### src/usb_event_pkg.sv
package usb_event_pkg;

    // ==========================================================
    // Register map (index on the plain register port)
    localparam int ADDR_W = 4;
    localparam int DATA_W = 8;
    localparam logic [3:0] OFF_STATUS = 4'h0;
    localparam logic [3:0] OFF_MASK = 4'h1;
    localparam logic [3:0] OFF_VECTOR = 4'h2;

    // ==========================================================
    // Status and mask bit positions
    localparam int BIT_FUNC_RESET = 7;
    localparam int BIT_SUSPEND = 6;
    localparam int BIT_RESUME = 5;
    localparam int BIT_SOF = 4;
    localparam int BIT_PSEUDO_SOF = 3;
    localparam int BIT_SETUP = 2;
    localparam int BIT_RESERVED = 1;
    localparam int BIT_SETUP_OVERWRITE = 0;

    // ==========================================================
    // Reset values and fixed masks
    localparam logic [7:0] STATUS_RESET = 8'h00;
    localparam logic [7:0] MASK_RESET = 8'h00;
    localparam logic [7:0] WRITABLE_BITS = 8'hFD;
    localparam logic [7:0] VECTOR_NONE = 8'h00;

    // ==========================================================
    // Event bundle from the USB logic, one-cycle pulses except timer_locked
    typedef struct packed {
        logic function_reset;
        logic suspend;
        logic resume;
        logic sof;
        logic pseudo_sof;
        logic timer_locked;
        logic setup_done;
        logic setup_write;
        logic xfer_done;
    } usb_events_s;

    typedef struct packed {
        logic wr_en;
        logic rd_en;
        logic [3:0] addr;
        logic [7:0] wr_data;
    } reg_req_s;

endpackage

### src/usb_event_status_flags.sv
// What this block does
// Resume detection sets status bit 5.
// Resume flag cannot be set by a write; a vector register write or a status write of one clears it.
// Start-of-frame packet sets bit 4, even when the frame timer is unlocked.
// Overwrite of the setup packet buffer sets bit 0.
// New setup during an open control transfer counts as buffer overwrite.
// Bit 1 is reserved, never set, reads zero.
// Artificial frame start from an unlocked timer sets bit 3; vector write clears.
// Suspend detection sets bit 6; vector write clears it.
// All flags reset to zero; a mask bit per flag gates the interrupt.
module usb_event_status_flags
    import usb_event_pkg::*;
(
    input wire logic clk_sys,
    input wire logic rst,
    input wire usb_events_s ev,
    input wire reg_req_s req,
    output logic [7:0] rd_data,
    output logic irq
);

    // ==========================================================
    // Helpers
    function automatic logic addr_hit(input logic [3:0] a, input logic [3:0] off);
        return a == off;
    endfunction

    // Highest pending unmasked bit as code 1..8, zero when none
    function automatic logic [7:0] vector_code(input logic [7:0] pend);
        logic [7:0] code;
        code = VECTOR_NONE;
        for (int i = 0; i < 8; i++) begin
            if (pend[i]) begin
                code = 8'(i + 1);
            end
        end
        return code;
    endfunction

    // ==========================================================
    // State
    logic [7:0] flags;
    logic [7:0] mask;
    logic in_progress;
    logic [7:0] next_flags;
    logic [7:0] next_mask;
    logic next_in_progress;
    logic [7:0] next_rd_data;

    // ==========================================================
    // Decode
    wire wr_status = req.wr_en && addr_hit(req.addr, OFF_STATUS);
    wire wr_mask = req.wr_en && addr_hit(req.addr, OFF_MASK);
    wire wr_vector = req.wr_en && addr_hit(req.addr, OFF_VECTOR);
    // Premature setup detect
    wire premature_setup = ev.setup_write && in_progress;
    // Buffer overwrite detect, also when firmware has not yet seen the last setup
    wire overwrite_hit = premature_setup || (ev.setup_write && flags[BIT_SETUP]);
    // Only an unlocked timer makes pseudo frames
    wire pseudo_hit = ev.pseudo_sof && !ev.timer_locked;

    logic [7:0] set_bits;
    // Hardware set sources; bit 1 has none
    assign set_bits[BIT_FUNC_RESET] = ev.function_reset;
    assign set_bits[BIT_SUSPEND] = ev.suspend;
    assign set_bits[BIT_RESUME] = ev.resume;
    assign set_bits[BIT_SOF] = ev.sof;
    assign set_bits[BIT_PSEUDO_SOF] = pseudo_hit;
    assign set_bits[BIT_SETUP] = ev.setup_done;
    assign set_bits[BIT_RESERVED] = 1'b0;
    assign set_bits[BIT_SETUP_OVERWRITE] = overwrite_hit;

    // Vector write clears all; status write-one also clears; set wins
    wire [7:0] clr_bits = wr_vector ? 8'hFF : (wr_status ? req.wr_data : 8'h00);
    assign next_flags = ((flags & ~clr_bits) | set_bits) & WRITABLE_BITS;
    // Mask register, reserved bit fixed at zero
    assign next_mask = wr_mask ? (req.wr_data & WRITABLE_BITS) : mask;
    // Transfer stays open from setup completion until its status stage ends
    assign next_in_progress = ev.setup_done ? 1'b1 : (ev.xfer_done ? 1'b0 : in_progress);

    wire [7:0] rd_mux = addr_hit(req.addr, OFF_STATUS) ? flags :
                        addr_hit(req.addr, OFF_MASK) ? mask :
                        addr_hit(req.addr, OFF_VECTOR) ? vector_code(flags & mask) : 8'h00;
    // Read data stand only in the cycle after the strobe
    assign next_rd_data = req.rd_en ? rd_mux : 8'h00;

    // ==========================================================
    // Registers
    // Interrupt from next values, so it moves on the same edge as the flag
    wire next_irq = |(next_flags & next_mask);

    // Status flags clear on reset
    always_ff @(posedge clk_sys) begin
        if (rst) begin
            flags <= STATUS_RESET;
        end else begin
            flags <= next_flags;
        end
    end

    // Mask clears on reset, so nothing interrupts until firmware opts in
    always_ff @(posedge clk_sys) begin
        if (rst) begin
            mask <= MASK_RESET;
        end else begin
            mask <= next_mask;
        end
    end

    // Control transfer tracker
    always_ff @(posedge clk_sys) begin
        if (rst) begin
            in_progress <= 1'b0;
        end else begin
            in_progress <= next_in_progress;
        end
    end

    // Read data register, zero outside the answer cycle
    always_ff @(posedge clk_sys) begin
        if (rst) begin
            rd_data <= 8'h00;
        end else begin
            rd_data <= next_rd_data;
        end
    end

    // Interrupt level register
    always_ff @(posedge clk_sys) begin
        if (rst) begin
            irq <= 1'b0;
        end else begin
            irq <= next_irq;
        end
    end
endmodule // usb_event_status_flags

### config.mk
export PLATFORM = sky130hd
export DESIGN_NAME = usb_event_status_flags
export DESIGN_NICKNAME = d
export VERILOG_FILES = /design/src/usb_event_pkg.sv /design/src/usb_event_status_flags.sv
export SDC_FILE = /design/constraint.sdc
export NUM_CORES = 1
export LEC_CHECK = 0
export BUFFER_PORTS_ARGS = -buffer_cell sky130_fd_sc_hd__buf_2
export CORE_MARGIN = 4
export CORE_UTILIZATION = 48
export DETAILED_ROUTE_END_ITERATION = 8
export MAX_ROUTING_LAYER = met4
export PLACE_DENSITY = 0.84
export SYNTH_ARGS = -nofsm -noshare
export SYNTH_HDL_FRONTEND = slang
export SYNTH_SLANG_ARGS = --single-unit
export TNS_END_PERCENT = 30
### constraint.sdc
create_clock -name clk_sys -period 2.07 [get_ports clk_sys]
set_clock_uncertainty 0.05 [all_clocks]
set_input_delay 0.207 -clock clk_sys [delete_from_list [all_inputs] [get_ports clk_sys]]
set_output_delay 0.207 -clock clk_sys [all_outputs]
set_load 0.01 [all_outputs]
# --- Word level (Yosys, flattened, before mapping) ---
# Index checks and enable logic that the tools add are counted.
word_totals:
  register_bits: 26
  input_bits: 25
classes:
  eq_ne: 2
  mux: 16
  bitwise_logic: 6
  reduce_logical: 12
ops:
  columns: ["cell", "count"]
  rows:
  - ["8-bit 2-to-1 mux", 11]
  - ["8-bit AND", 3]
  - ["8-bit NOT", 1]
  - ["8-bit OR", 1]
  - ["8-bit OR reduction", 1]
  - ["1-bit logical AND", 6]
  - ["4-bit by 1-bit == test with 1-bit output (second input constant)", 1]
  - ["4-bit by 2-bit == test with 1-bit output (second input constant)", 1]
  - ["4-bit zero test", 1]
  - ["2-bit 2-to-1 mux", 2]
  - ["1-bit 2-to-1 mux", 3]
  - ["2-bit nonzero test", 1]
  - ["2-bit OR reduction", 1]
  - ["1-bit zero test", 1]
  - ["1-bit logical OR", 1]
  - ["1-bit NOT", 1]

# --- Depth between registers and ports, before layout ---
logic_depth:
  ltp_word: 12
  ltp_mapped: 5
  mapped_depth_nobuf: 5

# --- Least setup slack after synthesis ---
# Ideal clock, no wire load.
synth_path:
  path_kind: "input to register"
  from: "input port req[9] (netlist name)"
  to: "register irq"
  setup_ns: 0.133
  arrival_ns: 1.544
  slack_ns: 0.343
  stages: 5
  cell_sequence: "nor4b_4 -> nand2_4 -> mux2_4 -> a222oi_1 -> a31oi_1"
synth_via:
  elab_chain_len: 9
  elab_cells_between_ends: 14
  cone_classes: "2 x eq/ne; 3 x mux; 4 x bitwise; 5 x reduce/logical"
synth_lines:
  columns: ["item", "line", "source"]
  rows:
  - ["from (decl)", "usb_event_status_flags.sv:17", "input wire reg_req_s req,"]
  - ["4-bit zero test", "usb_event_status_flags.sv:25", "return a == off;"]
  - ["1-bit logical AND", "usb_event_status_flags.sv:52", "wire wr_status = req.wr_en && addr_hit(req.addr, OFF_STATUS);"]
  - ["8-bit 2-to-1 mux (2 in series)", "usb_event_status_flags.sv:74", "wire [7:0] clr_bits = wr_vector ? 8'hFF : (wr_status ? req.wr_data : 8'h00);"]
  - ["8-bit NOT", "usb_event_status_flags.sv:75", "assign next_flags = ((flags & ~clr_bits) | set_bits) & WRITABLE_BITS;"]
  - ["8-bit AND", "usb_event_status_flags.sv:75", null]
  - ["8-bit OR", "usb_event_status_flags.sv:75", null]
  - ["8-bit AND (*)", "usb_event_status_flags.sv:90", "wire next_irq = |(next_flags & next_mask);"]
  - ["8-bit OR reduction (*)", "usb_event_status_flags.sv:90", null]
  - ["to (signal assigned)", "usb_event_status_flags.sv:133", "irq <= next_irq;"]
  - ["to (decl)", "usb_event_status_flags.sv:19", "output logic irq"]
# Mark *: on every way between the ends. The rest lies on a longest branch, timed or not.
# A chain may end at the register's enable or synchronous reset.

# --- Worst setup path after layout ---
# Ends and elaborated chain as after synthesis.

==> impl_results.md <==
- Result of the run: complete, no violations
- Min Clock Period, post-route: 1.62 ns
- Crit Path Category: in2reg
- CTS Sinks: 24
- Total clock buffers created by CTS: 3
- Main combinational cell family by area after synthesis: compound AO/OA/AOI/OAI gates
- Mux share of post-synthesis cell area: 0.0755
- Buffer levels on the longest clock path: 2
- Cell Count Post-Placement: ~170
- Adder and majority gate portion of the synthesized area: 0
- Final Hold Fails: 0
- Critical path arrival: 1.78 ns
- Xor and xnor fraction of the mapped netlist area: 0
- Max incr delay on CP: 0.39 ns
- Overall fraction of global-route tracks in use: 0.188
- Cells after synthesis: 109
- Slew at the pin closest to its max-slew limit: 0.368 ns
- Part of the Yosys area used for sequential elements: 0.468
- Number of synthesized register bits: 24
- Hold depth: 3
- Number of slew-limit violations in the final report: 0
- Fraction of final layout cells sized beyond drive strength 1: 0.303
- Routed vias/inst: 5.53
- Sum of met2 wire segment lengths after detailed routing: 1.20 mm
- Global-route wire length before repair: 3.84 mm
- Buffer type at the clock tree root: sky130_fd_sc_hd__clkbuf_4
- Via total after detailed routing: 951
- Standard-cell rows: 16
- Worst Setup Slack post-DPL: 0.0855 ns
- Largest net degree at the start of global routing: 18
- Die extent in x: 54.3 um
- Path depth of the worst reg2reg path: 3
- Slowest library cell on the worst path: sky130_fd_sc_hd__nor4b_4
- Number of remaining DRC errors: 0
- Count of flip-flops with a built-in enable after synthesis: 0
- Kind of path behind the tightest hold check: in2reg
- Post-CTS setup buffer count: 0
- Number of I/O pins: 34
- Portion of synthesized cell area occupied by the leading cell type: 0.468
- Post-route setup TNS: 0 ns
- Beginning of the worst hold path: ev[2]
- Initial standard-cell utilization of the core: 0.513
- Layout filler cell count: around 170
- DRT antenna net count: 0
- CP Launch Type: input pin
- Most common library cells after synthesis: sky130_fd_sc_hd__dfxtp_1, sky130_fd_sc_hd__nor2_1, sky130_fd_sc_hd__a21oi_1, sky130_fd_sc_hd__a22oi_1, sky130_fd_sc_hd__o21ai_0
- Simple-gate share of the synthesized area: 0.214
- Final standard cell count with taps included and fillers excluded: 172
- Synthesis warning total: 0
- Layout net count: 171
- Reg-to-Reg End: irq
- Critical path, cell by cell: buf_2 > nor4b_4 > nand2_4 > mux2_4 > a222oi_1 > a31oi_1
- Max-cap violations: 0
- Fmax: 616 MHz
- Worst reg2reg setup slack: 0.75 ns
- Count of input and output buffers: 32
- Final weighted congestion in routability-driven placement: a little over 0.8
- Synthesis-to-layout area growth: 23.5%
- Endpoints failing setup: 0
- Critical Path RT: 2.23 ns
- Deepest level of the CTS H-tree: 1
- Flip-flop cell with the highest count after synthesis: sky130_fd_sc_hd__dfxtp_1
- Hold buffer count at CTS: 0
- Post-detailed-route wirelength per cell: ~14 um
- 1st-iter DRT viols: 36
- Leakage power of the design: 0.587 nW
- Final antenna diode count: 0
- Antenna violations before repair: 0
- Worst slew margin relative to its limit: 0.754
- Most common cell in the synthesized netlist: sky130_fd_sc_hd__dfxtp_1
- Metal1 wirelength: 975 um
- Post-cts resize count: 0
- Ratio of final minimum period to clock period: 0.784
- Core Box Area: 2000 sq um
- Clock tree from TritonCTS: built
- Clock insertion delay at the later pin of the skew report: 0.32 ns
- Y dimension of the die: around 54 um
- Post-synth cell types: 29
- Syn Nets: 134
- Average footprint of a synthesized cell: 9.42 sq um
- Hpwl dp: 1.85 mm
- Highest metal used: met4
- Maximum fanout encountered on the critical timing path: 12
- Hold path endpoint: in_progress
- Routed wire length: 2.35 mm
- Cell type contributing the most total cell area after synthesis: sky130_fd_sc_hd__dfxtp_1
- Async S/R FF share, synth: 0
- Complex-gate fraction of the synthesized area: 0.228
- GRT overflow: 0
- Area of the die: 2940 sq um
- Critical path capture point type: register
- Setup slack after layout: 0.447 ns
- Clock transition at the registers of the reported paths: 0.13 ns
- Synth Cell Area: between 1000 and 1500 sq um
- Biggest area contributors in the synthesized netlist: sky130_fd_sc_hd__dfxtp_1, sky130_fd_sc_hd__a22oi_1, sky130_fd_sc_hd__nor2_1
- Via count of the first global-routing pass: around 900
- 1st-pass router iterations: 4
- Metal3 WL: 100 um
- Beginning of the worst register-to-register path: mask[6]
- Power density relative to cell area: between 600 and 700 nW/um^2
- RSZ-0062 raised after global routing: no
- Max rail drop VDD: 0.378 mV
cell usage in the layout, fill, tap and decap left out, drive strengths merged:
cell,synthesis,final
mux2i,4,4
o21ai,8,8
buf,0,35
a21o,4,4
nand2b,3,3
dfxtp,24,24
nor4,1,1
nor2,15,15
inv,1,1
a211oi,1,1
nor4b,2,2
nand2,5,5
and3,1,1
mux2,3,3
o21a,1,1
and2,1,1
a31oi,2,2
clkbuf,3,4
nor3b,1,1
nor3,2,2
a22o,1,1
a21oi,8,8
a22oi,8,8
nor2b,7,7
a222oi,1,1
o22a,2,2
where the power goes:
part           switching, W  internal (W)
clock              0.000139      0.000108
sequential        0.0000135      0.000477
combinational     0.0000442     0.0000410
total              0.000196      0.000626
logic make-up (layout without fill, tap and decap cells):
| family | Yosys count | in the layout |
|---|---|---|
| AOI/OAI and AO/OA | 36 | 36 |
| buffers and inverters | 4 | 40 |
| DFF | 24 | 24 |
| muxes | 7 | 7 |
| and+or+nand+nor | 38 | 38 |
per-layer routing:
metal,up-vias,GRT usage
li1,468,-
met1,448,0.213
met2,28,0.297
met3,7,0.0381
met4,0,0.124
met5,-,-
layout make-up:
type | count | area, sq um | share of cell area
clock buffers | 4 | 36.3 | 0.0286
inverters | 1 | 3.75 | 0.00296
multi-input cells | 81 | 532 | 0.419
flip-flops and latches | 24 | 480 | 0.379
well taps | 27 | 33.8 | 0.0266
repair buffers | 35 | 183 | 0.144
critical path, delay by kind of cell:
| family | cells | cell delay, ns |
|---|---|---|
| buffers and inverters | 1 | 0.18 |
| and+or+nand+nor | 2 | 0.54 |
| muxes | 1 | 0.34 |
| AOI/OAI and AO/OA | 2 | 0.52 |
how the worst max path moves through the flow:
| stage | start | endpoint | slack [ns] | depth (start not counted) |
|---|---|---|---|---|
| after CTS | req[9] | irq | 0.43 | 6 |
| after detailed placement | req[9] | irq | 0.09 | 6 |
| final | req[9] | irq | 0.45 | 6 |
| after floorplan | req[9] | irq | 0.34 | 5 |
| after global placement | req[9] | irq | 0.19 | 6 |
| after global routing | req[9] | irq | 0.38 | 6 |
metrics by stage:
step | instance area, sq um | utilization | power (W) | hold slack (ns)
global route | 1270 | 0.634 | 0.000849 | 0.0694
global placement | 1230 | 0.616 | 0.000581 | 0.386
floorplan | 1030 | - | 0.000540 | 0.229
finish | 1270 | 0.634 | 0.000822 | 0.0554
CTS | 1270 | 0.634 | 0.000823 | 0.0581
detailed placement | 1230 | 0.616 | 0.000585 | 0.394
registers in the layout (all words and copies together), names as in the netlist:
name         count
in_progress      1
flags            7
irq              1
rd_data          8
mask             7
Note: power is estimated with default switching activity, not from simulation.
